### config.mk
export PLATFORM = sky130hd
export DESIGN_NAME = sxf_regs
export DESIGN_NICKNAME = d
export VERILOG_FILES = /design/src/common/sxf_pkg.sv /design/src/common/sxf_stream_if.sv /design/src/rtl/sxf_fifo.sv /design/src/rtl/sxf_regs.sv
export SDC_FILE = /design/constraint.sdc
export NUM_CORES = 1
export LEC_CHECK = 0
export BUFFER_PORTS_ARGS = -buffer_cell sky130_fd_sc_hd__buf_4
export CORE_ASPECT_RATIO = 0.7
export CORE_MARGIN = 2
export CORE_UTILIZATION = 55
export DETAILED_ROUTE_END_ITERATION = 16
export PLACE_DENSITY_LB_ADDON = 0.25
export SYNTH_ARGS = -nofsm -noshare
export SYNTH_HDL_FRONTEND = slang
export SYNTH_HIERARCHICAL = 1
export SYNTH_SLANG_ARGS = --single-unit
### constraint.sdc
create_clock -name i_clk -period 4.8 [get_ports i_clk]
set_clock_uncertainty 0.05 [all_clocks]
set_input_delay 0.72 -clock i_clk [delete_from_list [all_inputs] [get_ports i_clk]]
set_output_delay 0.72 -clock i_clk [all_outputs]
set_load 0.01 [all_outputs]
### src/common/sxf_pkg.sv
// Purpose: shared constants and types of the fault and word length bank
// Assumes: registers are reached over the control serial interface
// Notes:   fault flags live in one 2-bit vector, mapped to register bits

package sxf_pkg;
    // =====================================================================
    // register offsets (7-bit control address)
    localparam logic [6:0] SXF_OFF_EVENT   = 7'h02;
    localparam logic [6:0] SXF_OFF_FAULT   = 7'h04;
    localparam logic [6:0] SXF_OFF_WLEN    = 7'h05;
    localparam logic [6:0] SXF_OFF_READBACK_TEST = 7'h06;

    // =====================================================================
    // field positions
    localparam int SXF_EV_FAULT_BIT  = 2;
    localparam int SXF_FLT_TXOVF_BIT = 3;
    localparam int SXF_FLT_RXUNF_BIT = 4;
    localparam int SXF_FLT_TX        = 0;   // index inside fault vector
    localparam int SXF_FLT_RX        = 1;

    // =====================================================================
    // reset values and limits
    localparam logic [7:0] SXF_WLEN_RST    = 8'h08;
    localparam logic [7:0] SXF_READBACK_TEST_RST = 8'h00;
    localparam logic [7:0] SXF_WLEN_MIN    = 8'h08;
    localparam logic [7:0] SXF_WLEN_MAX    = 8'h20;
    localparam logic [3:0] SXF_PIN_RST     = 4'hC;  // both selects idle

    // =====================================================================
    // sizes
    localparam int SXF_FIFO_W     = 1;
    localparam int SXF_FIFO_DEPTH = 8;
    localparam int SXF_HIST_W     = 32;
    localparam logic [2:0] SXF_BYTE_LAST = 3'h7;

    // control transfer phases
    typedef enum logic [1:0] {
        SXF_ST_ADDR,
        SXF_ST_DATA,
        SXF_ST_SKIP
    } sxf_ctl_st_t;
endpackage

### src/common/sxf_stream_if.sv
// Purpose: valid/ready stream between the bank and its transmit FIFO
// Assumes: one clock, both ends inside the same block
// Notes:   in_* fills the FIFO, out_* drains it

`timescale 1ns/1ps

interface sxf_stream_if #(parameter int W = 1);
    logic         in_valid;
    logic         in_ready;
    logic [W-1:0] in_data;
    logic         out_valid;
    logic         out_ready;
    logic [W-1:0] out_data;

    modport src  (output in_valid, in_data, out_ready,
                  input  in_ready, out_valid, out_data);
    modport fifo (input  in_valid, in_data, out_ready,
                  output in_ready, out_valid, out_data);
endinterface

### src/rtl/sxf_fifo.sv
// Purpose: small FIFO with a registered output stage
// Assumes: single clock, synchronous reset, clock enable freezes all
// Notes:   in_ready drops only when the storage array is full

`timescale 1ns/1ps

module sxf_fifo #(
    parameter int W     = 1,
    parameter int DEPTH = 8
) (
    input  wire logic i_clk,
    input  wire logic i_srst,
    input  wire logic i_ce,
    sxf_stream_if.fifo s
);
    localparam int AW = $clog2(DEPTH);
    localparam logic [AW:0] FULL_CNT = (AW+1)'(DEPTH);

    logic [W-1:0]  mem [DEPTH];
    logic [AW-1:0] wptr_q, wptr_d, rptr_q, rptr_d;
    logic [AW:0]   cnt_q, cnt_d;
    logic          ov_q, ov_d;
    logic [W-1:0]  od_q, od_d;
    logic          push, pop;

    // =====================================================================
    // handshakes
    assign s.in_ready  = (cnt_q != FULL_CNT);
    assign s.out_valid = ov_q;
    assign s.out_data  = od_q;
    assign push = s.in_valid && s.in_ready;
    // refill the output register when it is empty or being taken
    assign pop  = (cnt_q != '0) && (!ov_q || s.out_ready);

    // next pointers, count and output stage
    always_comb begin
        wptr_d = wptr_q;
        rptr_d = rptr_q;
        cnt_d  = cnt_q;
        ov_d   = ov_q;
        od_d   = od_q;
        if (push) begin
            wptr_d = wptr_q + 1'b1;
        end
        if (pop) begin
            rptr_d = rptr_q + 1'b1;
            od_d   = mem[rptr_q];
            ov_d   = 1'b1;
        end else if (s.out_ready) begin
            ov_d = 1'b0;
        end
        cnt_d = cnt_q + (AW+1)'(push) - (AW+1)'(pop);
    end

    always_ff @(posedge i_clk) begin
        if (i_srst) begin
            wptr_q <= '0;
            rptr_q <= '0;
            cnt_q  <= '0;
            ov_q   <= 1'b0;
            od_q   <= '0;
        end else if (i_ce) begin
            wptr_q <= wptr_d;
            rptr_q <= rptr_d;
            cnt_q  <= cnt_d;
            ov_q   <= ov_d;
            od_q   <= od_d;
        end
    end

    // storage array, no reset needed
    always_ff @(posedge i_clk) begin
        if (i_ce && push) begin
            mem[wptr_q] <= s.in_data;
        end
    end
endmodule

### src/rtl/sxf_regs.sv
// Purpose: fault flags, transfer bit count and readback test register
// Assumes: local master uses SPI mode 0 on both selects, SCK << i_clk
// Notes:   control frame is one address byte {addr[6:0], rd} then data

`timescale 1ns/1ps

// Operation
// - transmit buffer overflow from fast SCK sets transmit fault flag
// - receive buffer unable to keep up sets receive fault flag
// - remote read data appears on MISO delayed by bit count SCKs clamped to 8..32
// - readback test register returns exactly what was written
// - any fault sets summary bit; clearing summary clears all faults
// - fault flags are never cleared by writing them directly
module sxf_regs
    import sxf_pkg::*;
(
    input  wire logic i_clk,
    input  wire logic i_srst,
    input  wire logic i_ce,
    input  wire logic i_sck,
    input  wire logic i_mosi,
    input  wire logic i_ss_n,
    input  wire logic i_ssc_n,
    output logic      o_miso,
    output logic      o_miso_oe,
    output logic      o_link_tx_valid,
    output logic      o_link_tx_bit,
    input  wire logic i_link_tx_ready,
    input  wire logic i_link_rx_valid,
    input  wire logic i_link_rx_bit,
    output logic      o_fault_event
);
    // =====================================================================
    // pin synchronisers: {ssc_n, ss_n, mosi, sck}
    logic [3:0] pin_s1_q, pin_s2_q, pin_s3_q;

    always_ff @(posedge i_clk) begin
        if (i_srst) begin
            pin_s1_q <= SXF_PIN_RST;
            pin_s2_q <= SXF_PIN_RST;
            pin_s3_q <= SXF_PIN_RST;
        end else if (i_ce) begin
            pin_s1_q <= {i_ssc_n, i_ss_n, i_mosi, i_sck};
            pin_s2_q <= pin_s1_q;
            pin_s3_q <= pin_s2_q;
        end
    end

    logic sck_rise, sck_fall, csel, dsel, mosi;
    assign sck_rise = pin_s2_q[0] && !pin_s3_q[0];
    assign sck_fall = !pin_s2_q[0] && pin_s3_q[0];
    assign mosi     = pin_s2_q[1];
    assign dsel     = !pin_s2_q[2];
    assign csel     = !pin_s2_q[3];

    // =====================================================================
    // transmit FIFO toward the link
    sxf_stream_if #(.W(SXF_FIFO_W)) tx_s ();

    sxf_fifo #(
        .W     (SXF_FIFO_W),
        .DEPTH (SXF_FIFO_DEPTH)
    ) u_tx_fifo (
        .i_clk  (i_clk),
        .i_srst (i_srst),
        .i_ce   (i_ce),
        .s      (tx_s.fifo)
    );

    // every sampled SCK rise of a data frame is one serial event
    assign tx_s.in_valid  = sck_rise && dsel;
    assign tx_s.in_data   = mosi;
    assign tx_s.out_ready = i_link_tx_ready;
    assign o_link_tx_valid = tx_s.out_valid;
    assign o_link_tx_bit   = tx_s.out_data;

    // =====================================================================
    // state
    sxf_ctl_st_t st_q, st_d;
    logic [2:0]  cnt_q, cnt_d;
    logic [7:0]  csh_q, csh_d;        // control receive shifter
    logic [7:0]  ctx_q, ctx_d;        // control read shifter
    logic [6:0]  addr_q, addr_d;
    logic        rd_q, rd_d;
    logic [7:0]  wlen_q, wlen_d;
    logic [7:0]  scr_q, scr_d;
    logic [1:0]  fault_q, fault_d;
    logic        ev_q, ev_d;
    logic        rxp_q, rxp_d;        // one remote bit waiting
    logic        rxb_q, rxb_d;
    logic [SXF_HIST_W-1:0] hist_q, hist_d;
    logic        miso_q, miso_d;
    logic        oe_q, oe_d;

    logic [7:0]  byte_in, rdata;
    logic        wr_en, ev_clr, tx_ovf, rx_unf, rx_avail, rx_now;
    logic [4:0]  tap_idx;
    logic [7:0]  tap;

    assign byte_in  = {csh_q[6:0], mosi};
    assign rx_avail = rxp_q || i_link_rx_valid;
    assign rx_now   = i_link_rx_valid ? i_link_rx_bit : rxb_q;
    // out-of-range counts are clamped so the tap never leaves the line
    assign tap = (wlen_q < SXF_WLEN_MIN) ? SXF_WLEN_MIN :
                 (wlen_q > SXF_WLEN_MAX) ? SXF_WLEN_MAX : wlen_q;
    assign tap_idx = 5'(tap - 8'h01);

    // fault causes: push into a full FIFO, or SCK outrunning the link
    assign tx_ovf = tx_s.in_valid && !tx_s.in_ready;
    assign rx_unf = sck_fall && dsel && !csel && !rx_avail;

    // read mux; registers outside this bank read as zero here
    always_comb begin
        rdata = 8'h00;
        case (addr_d)
            SXF_OFF_EVENT: rdata[SXF_EV_FAULT_BIT] = ev_q;
            SXF_OFF_FAULT: begin
                rdata[SXF_FLT_TXOVF_BIT] = fault_q[SXF_FLT_TX];
                rdata[SXF_FLT_RXUNF_BIT] = fault_q[SXF_FLT_RX];
            end
            SXF_OFF_WLEN:    rdata = wlen_q;
            SXF_OFF_READBACK_TEST: rdata = scr_q;
            default:         rdata = 8'h00;
        endcase
    end

    // control frame sequencer and register writes
    always_comb begin
        st_d   = st_q;
        cnt_d  = cnt_q;
        csh_d  = csh_q;
        ctx_d  = ctx_q;
        addr_d = addr_q;
        rd_d   = rd_q;
        wr_en  = 1'b0;
        if (!csel) begin
            st_d  = SXF_ST_ADDR;
            cnt_d = 3'h0;
        end else if (sck_rise) begin
            csh_d = byte_in;
            cnt_d = cnt_q + 3'h1;
            case (st_q)
                SXF_ST_ADDR: if (cnt_q == SXF_BYTE_LAST) begin
                    addr_d = byte_in[7:1];
                    rd_d   = byte_in[0];
                    st_d   = SXF_ST_DATA;
                end
                SXF_ST_DATA: if (cnt_q == SXF_BYTE_LAST) begin
                    wr_en = !rd_q;
                    st_d  = SXF_ST_SKIP;
                end
                SXF_ST_SKIP: st_d = SXF_ST_SKIP;
                default:     st_d = SXF_ST_ADDR;
            endcase
        end
        if (csel && sck_rise && st_q == SXF_ST_ADDR &&
            cnt_q == SXF_BYTE_LAST) begin
            ctx_d = rdata;
        end else if (csel && sck_fall && st_q == SXF_ST_DATA && rd_q) begin
            ctx_d = {ctx_q[6:0], 1'b0};
        end
    end

    // register bank; a hardware set wins over a clear in the same cycle
    always_comb begin
        wlen_d  = wlen_q;
        scr_d   = scr_q;
        ev_clr  = wr_en && (addr_q == SXF_OFF_EVENT) &&
                  !byte_in[SXF_EV_FAULT_BIT];
        if (wr_en && addr_q == SXF_OFF_WLEN) begin
            wlen_d = byte_in;
        end
        if (wr_en && addr_q == SXF_OFF_READBACK_TEST) begin
            scr_d = byte_in;
        end
        // writes to the fault offset fall through untouched
        fault_d = ev_clr ? 2'b00 : fault_q;
        fault_d[SXF_FLT_TX] = fault_d[SXF_FLT_TX] | tx_ovf;
        fault_d[SXF_FLT_RX] = fault_d[SXF_FLT_RX] | rx_unf;
        ev_d = (ev_clr ? 1'b0 : ev_q) | tx_ovf | rx_unf;
    end

    // remote read data path and shared MISO driver
    always_comb begin
        rxp_d  = rxp_q;
        rxb_d  = rxb_q;
        hist_d = hist_q;
        miso_d = miso_q;
        oe_d   = csel || dsel;
        if (i_link_rx_valid) begin
            rxp_d = 1'b1;
            rxb_d = i_link_rx_bit;
        end
        if (csel && sck_fall && st_q == SXF_ST_DATA && rd_q) begin
            miso_d = ctx_q[7];
        end else if (dsel && !csel && sck_fall) begin
            // a missing bit is lost and shifts in as zero
            miso_d = hist_q[tap_idx];
            hist_d = {hist_q[SXF_HIST_W-2:0], rx_avail && rx_now};
            rxp_d  = 1'b0;
        end
    end

    always_ff @(posedge i_clk) begin
        if (i_srst) begin
            st_q    <= SXF_ST_ADDR;
            cnt_q   <= 3'h0;
            csh_q   <= 8'h00;
            ctx_q   <= 8'h00;
            addr_q  <= 7'h00;
            rd_q    <= 1'b0;
            wlen_q  <= SXF_WLEN_RST;
            scr_q   <= SXF_READBACK_TEST_RST;
            fault_q <= 2'b00;
            ev_q    <= 1'b0;
            rxp_q   <= 1'b0;
            rxb_q   <= 1'b0;
            hist_q  <= '0;
            miso_q  <= 1'b0;
            oe_q    <= 1'b0;
        end else if (i_ce) begin
            st_q    <= st_d;
            cnt_q   <= cnt_d;
            csh_q   <= csh_d;
            ctx_q   <= ctx_d;
            addr_q  <= addr_d;
            rd_q    <= rd_d;
            wlen_q  <= wlen_d;
            scr_q   <= scr_d;
            fault_q <= fault_d;
            ev_q    <= ev_d;
            rxp_q   <= rxp_d;
            rxb_q   <= rxb_d;
            hist_q  <= hist_d;
            miso_q  <= miso_d;
            oe_q    <= oe_d;
        end
    end

    assign o_miso        = miso_q;
    assign o_miso_oe     = oe_q;
    assign o_fault_event = ev_q;
endmodule
== After elaboration in Yosys (flattened, before gate mapping) ==
Memories as Yosys holds them, arrays and structs flattened. A register that Yosys moved wholly into a read port is not among the register bits.
Index checks and enable logic that the tools add are counted.
Storage, ports and cells
  RAM bits: 8
  flip-flop bits (word level): 103
  memories: 1
  word-level logic and storage cells: 141
Operators by class
  muxes and demuxes: 37
  reduce and logical (&&, ||, !) cells: 53
  bitwise operators: 6
  equal/unequal tests: 13
  $add $sub $neg: 6
  $lt $le $gt $ge: 3
Memory list
  u_tx_fifo.mem: words 8, bits a word 1, read ports 1, clocked after memory_dff 1, write ports 1, line sxf_fifo.sv:19  | logic [W-1:0] mem [DEPTH];
Operators by type and width (number)
  == test 7 x 3 -> 1 bit (second input constant): 5
  2-to-1 mux 7 bit: 4
  logical AND 1 bit: 23
  2-to-1 mux 1 bit: 16
  2-to-1 mux 8 bit: 2
  AND reduction 2 bit: 8
  == test 7 x 2 -> 1 bit (second input constant): 2
  one-hot mux 2 bit (3 select lines): 2
  2-to-1 mux 2 bit: 5
  2-to-1 mux 5 bit: 2
  adder 3 x 1 -> 3 bit (second input constant): 3
  logical NOT 1 bit: 9
  greater-than comparator 8 x 6 -> 1 bit (second input constant): 1
  less-than comparator 8 x 4 -> 1 bit (second input constant): 1
  nonzero test 2 bit: 4
  less-than comparator 5 x 6 -> 1 bit (second input constant): 1
  2-to-1 mux 3 bit: 2
  != test 3 bit (second input constant): 2
  one-hot mux 3 bit (2 select lines): 1
  AND reduction 3 bit: 2
  binary-select mux 1 bit (select 5 bit): 1
  AND reduction 5 bit: 1
  subtractor 5 x 1 -> 5 bit (second input constant): 1
  adder 4 x 1 -> 4 bit: 1
  other kinds (13): 19

== Longest topological paths before layout ==
  word-level depth: 10
  mapped depth: 11

== By module ==
The synthesis kept the hierarchy.
By module, submodules not included
  sxf_regs: sequential area each 1841.8 um^2, times used 1, cells each 485, area an instance 4157.7 um^2
  sxf_fifo: sequential area each 480.5 um^2, times used 1, cells each 97, area an instance 1042.2 um^2

== Least setup slack after synthesis ==
Ideal clock, no wire load.
  kind: reg2reg
  start: register wlen_q[5]
  end: register miso_q, in the netlist o_miso
  path slack: 2.038 ns
  path buffers: 2
  required time: 4.615 ns
  period minus slack after synthesis: 2.762 ns
  stages on the path, launching flop included: 11
  arrival: 2.577 ns
  cells stage by stage: dfxtp_1 or3_1 buf_6 nor2_8 inv_2 ha_1 clkbuf_1 mux4_1 mux2_2 nor4_1 nor4_1
Between the ends
  cells in the longest elaborated chain, start to end: 8
  elaborated cells on any way between the ends: 9
  those cells by class: 1 x add/sub; 2 x order compare; 6 x mux
RTL lines
  start: declaration: line sxf_regs.sv:85  | logic [7:0] wlen_q, wlen_d;
  start signal: assignment: line sxf_regs.sv:228  | wlen_q <= wlen_d;
  greater-than comparator 8 x 6 -> 1 bit: line sxf_regs.sv:105  | (wlen_q > SXF_WLEN_MAX) ? SXF_WLEN_MAX : wlen_q;
  2-to-1 mux 5 bit: line sxf_regs.sv:105
  2-to-1 mux 5 bit (*): line sxf_regs.sv:104  | assign tap = (wlen_q < SXF_WLEN_MIN) ? SXF_WLEN_MIN :
  subtractor 5 x 1 -> 5 bit (*): line sxf_regs.sv:106  | assign tap_idx = 5'(tap - 8'h01);
  binary-select mux 1 bit (select 5 bit) (*): line sxf_regs.sv:198  | miso_d = hist_q[tap_idx];
  2-to-1 mux 1 bit (not written as such) (*): line sxf_regs.sv:198
  2-to-1 mux 1 bit (*): line sxf_regs.sv:196  | end else if (dsel && !csel && sck_fall) begin
  2-to-1 mux 1 bit (*): line sxf_regs.sv:194  | if (csel && sck_fall && st_q == SXF_ST_DATA && rd_q) begin
  end signal: assignment: line sxf_regs.sv:235  | miso_q <= miso_d;
  end: declaration: line sxf_regs.sv:92  | logic miso_q, miso_d;
Every way passes the cells marked *; elsewhere a longest branch is shown, timed or not. The select of a mux whose other input is x is not followed.
A chain may end at the register's enable or synchronous reset.

== Final worst setup path ==
  start: input i_ce
  end: register wlen_q[6]
Between the ends
  cells in the longest elaborated chain, start to end: 1
RTL lines
  start: declaration: line sxf_regs.sv:19  | input wire logic i_ce,
  AND reduction 2 bit (no source line)
Every way passes these cells.

==> out/results.txt <==
Clk buf depth - 2
DR top layer - met4
Synth async-reset ratio - 0
Reg2reg setup slack - 1840 ps
R2R Path Start - wlen_q[5]$_SDFFE_PP0P_
Syn Std Cell Area - 0.00520 mm²
N_diodes - 0
Seq/Total Area, Yosys - 0.447
Number of buffers added on ports - 14
Die height - 85.4 µm
Synth area leaders - dfxtp_1 40%, nand2_1 8.8%, mux2i_1 6.9%
Hpwl dp - 7560 µm
Data required, critical path - 4950 ps
Area leader, netlist - dfxtp_1
Worst hold slack - 406 ps
Final Hold Vio Count - 0
Die Wd - 120 µm
First-pass GRT wire length - 18600 µm
CP endpoint - wlen_q[6]$_SDFFE_PP0P_
Final setup viols - 0
Peak Freq - 324 MHz
Final period util - 0.643
Initial drt markers - 339
Clock Latency Late Sink - 360 ps
CTS root buffer - clkbuf_16
Routed wire length - 11000 µm
Final min period - 3080 ps
Worst setup SP type - input port
Max-Cap Viols - 0
Final ANT Viol Nets - 0
Reg2Reg Depth - 8
Worst-path maximum fanout - 30
Mapped Nets - 606
RD Place Congestion - 0.832
H-tree Lvls - 3
Clock transition at path regs - 70 ps
Post-route DRC - 0
CTS Buf Count - 9
Data arrival, critical path - 3230 ps
Die area - 0.0103 mm²
Placed Cells - 687
Area growth syn-to-layout - 8.35%
# rows - 29
Max Slew Vio Count - 0
Resize count post-CTS - 0
Finished Layout Cells - 703
Clk sinks - 112
Largest net degree at the start of global routing - 100
Remaining global-route overflow - 0
DRT Pass-1 Iters - 5
Setup bufs post-CTS - 0
Synthesized area per cell - 8.93 µm²
Layout Nets - 598
Flops & latches, synth - 112
Detailed-route vias per instance - 5.73
Crit end category - flop
Main flop type after synthesis - dfxtp_1
LEAKAGE - 1.96 nW
Post-synth top area share - 0.400
Crit path kind - in2reg
VDD IR-drop max - 0.000361 V
Min-delay worst type - reg2reg
I/O pin count - 15
Routed vias - 4031
Total core area - 0.00911 mm²
Initial Util - 0.571
Antenna violations before repair - 0
Metal3 WL - 539 µm
Count of hold-fix buffers inserted at cts - 0
Pwr Density - 362 mW/mm²
Reg2reg end - o_miso$_SDFFE_PP0P_
Number of enable flip-flop cells after synthesis - 8
Relative slew slack - 0.333
Share of cells above drive strength 1 - 0.0950
Total GRT Usage - 0.227
Drt wl/cell - 15.6 µm
Hold Path Depth - 2
Fillcell total - 799
Worst slew pin tran - 1000 ps
Post-synth top cells - 122 x nand2_1, 104 x dfxtp_1, 62 x a21oi_1
Synthesis warning total - 6
Outcome - complete, no violations
Fin util - 0.619
Met2 Wirelength - 4740 µm
Vias in the first global route - 3664
Netlist cell types - 68
Most numerous cell in the Yosys netlist - nand2_1
CTS tree - yes
Setup_tns - 0 ps
WL met1 - 5630 µm
Synthesized instance count - 582
Worst Setup SP - i_ce
RSZ-0062 raised after global routing - false
-- sequential cells by signal, summed over array words and instances, names as in the netlist, 2 cells and up --
name / cells
hist_q: 32
ctx_q: 8
scr_q: 8
u_tx_fifo/mem: 8
wlen_q: 8
addr_q: 7
csh_q: 7
pin_s1_q: 4
pin_s2_q: 4
u_tx_fifo/cnt_q: 4
cnt_q: 3
u_tx_fifo/rptr_q: 3
u_tx_fifo/wptr_q: 3
fault_q: 2
st_q: 2
-- metrics by stage --
| stage | cell area [µm²] | power, mW | worst slack [ps] |
|---|---|---|---|
| after floorplan | 5200 | 1.26 | 2040 |
| after global routing | 5630 | 2.14 | 1550 |
| after detailed placement | 5330 | 1.32 | 1400 |
| after CTS | 5630 | 2.06 | 1740 |
| final | 5630 | 2.04 | 1720 |
| after global placement | 5330 | 1.31 | 1620 |
-- power by group --
part | switching (mW) | leakage, nW | internal [mW]
clock | 0.371 | 0.148 | 0.369
combinational | 0.148 | 0.896 | 0.142
sequential | 0.0374 | 0.912 | 0.972
-- layout by cell type, fill, tap and decap left out, types with 3 or more instances in the layout --
master / Yosys / layout
a2111oi_0: 3 / 3
a211oi_1: 7 / 7
a21oi_1: 62 / 62
a221oi_1: 5 / 5
a22oi_1: 5 / 5
buf_4: 0 / 17
clkbuf_16: 0 / 9
dfxtp_1: 104 / 104
edfxtp_1: 8 / 8
ha_1: 13 / 13
inv_1: 8 / 8
mux2_2: 4 / 4
mux2i_1: 36 / 36
mux4_1: 4 / 4
nand2_1: 122 / 122
nand2b_1: 8 / 8
nand3_1: 8 / 8
nand3b_1: 8 / 8
nor2_1: 49 / 48
nor2b_1: 9 / 9
nor3_1: 10 / 10
nor4b_1: 3 / 3
o211ai_1: 3 / 3
o21ai_0: 5 / 5
o32ai_1: 4 / 4
or3_1: 3 / 3
xnor2_1: 3 / 3
xor2_1: 3 / 3
-- kinds of logic (layout without fill, tap and decap cells) --
| group | Yosys count | in the layout | synth area share |
|---|---|---|---|
| and+or+nand+nor | 246 | 246 | 0.228 |
| DFF | 112 | 112 | 0.447 |
| AOI/OAI and AO/OA | 111 | 111 | 0.134 |
| muxes | 46 | 46 | 0.107 |
| buffers and inverters | 46 | 43 | 0.0366 |
| adders and majority gates | 14 | 14 | 0.0351 |
| xor gates and xnor gates | 7 | 7 | 0.0132 |
-- layout make-up --
type | instances | area (µm²) | share of cell area
Timing Repair Buffer | 17 | 128 | 0.0227
Sequential cell | 112 | 2320 | 0.412
Clock inverter | 7 | 76.3 | 0.0135
Tap cell | 124 | 155 | 0.0275
Clock buffer | 9 | 225 | 0.0400
Inverter | 10 | 37.5 | 0.00666
Multi-Input combinational cell | 424 | 2690 | 0.477
-- worst min-delay path by stage --
| stage | startpoint | endpoint | slack, ps |
|---|---|---|---|
| after global placement | rxb_q$_SDFFE_PP0P_ | rxb_q$_SDFFE_PP0P_ | 390 |
| after CTS | addr_q[6]$_SDFFE_PP0P_ | addr_q[6]$_SDFFE_PP0P_ | 410 |
| after detailed placement | st_q[1]$_SDFFE_PP0P_ | st_q[1]$_SDFFE_PP0P_ | 400 |
| final | addr_q[6]$_SDFFE_PP0P_ | addr_q[6]$_SDFFE_PP0P_ | 410 |
| after floorplan | st_q[1]$_SDFFE_PP0P_ | st_q[1]$_SDFFE_PP0P_ | 380 |
| after global routing | st_q[1]$_SDFFE_PP0P_ | st_q[1]$_SDFFE_PP0P_ | 430 |
-- per-layer routing --
metal | GRT usage | vias up
met4 | 0.0592 | 0
met5 | 0 | -
met3 | 0.0551 | 9
li1 | - | 2019
met1 | 0.351 | 1909
met2 | 0.316 | 94
-- critical path, cell delays in order --
cell and delay [ps]:
buf_4 320, and4bb_2 470, nand2_1 100, nor4bb_1 460, nor2b_1 770, mux2i_1 320, nor2_1 70
Power figures use the tool's default switching activity.
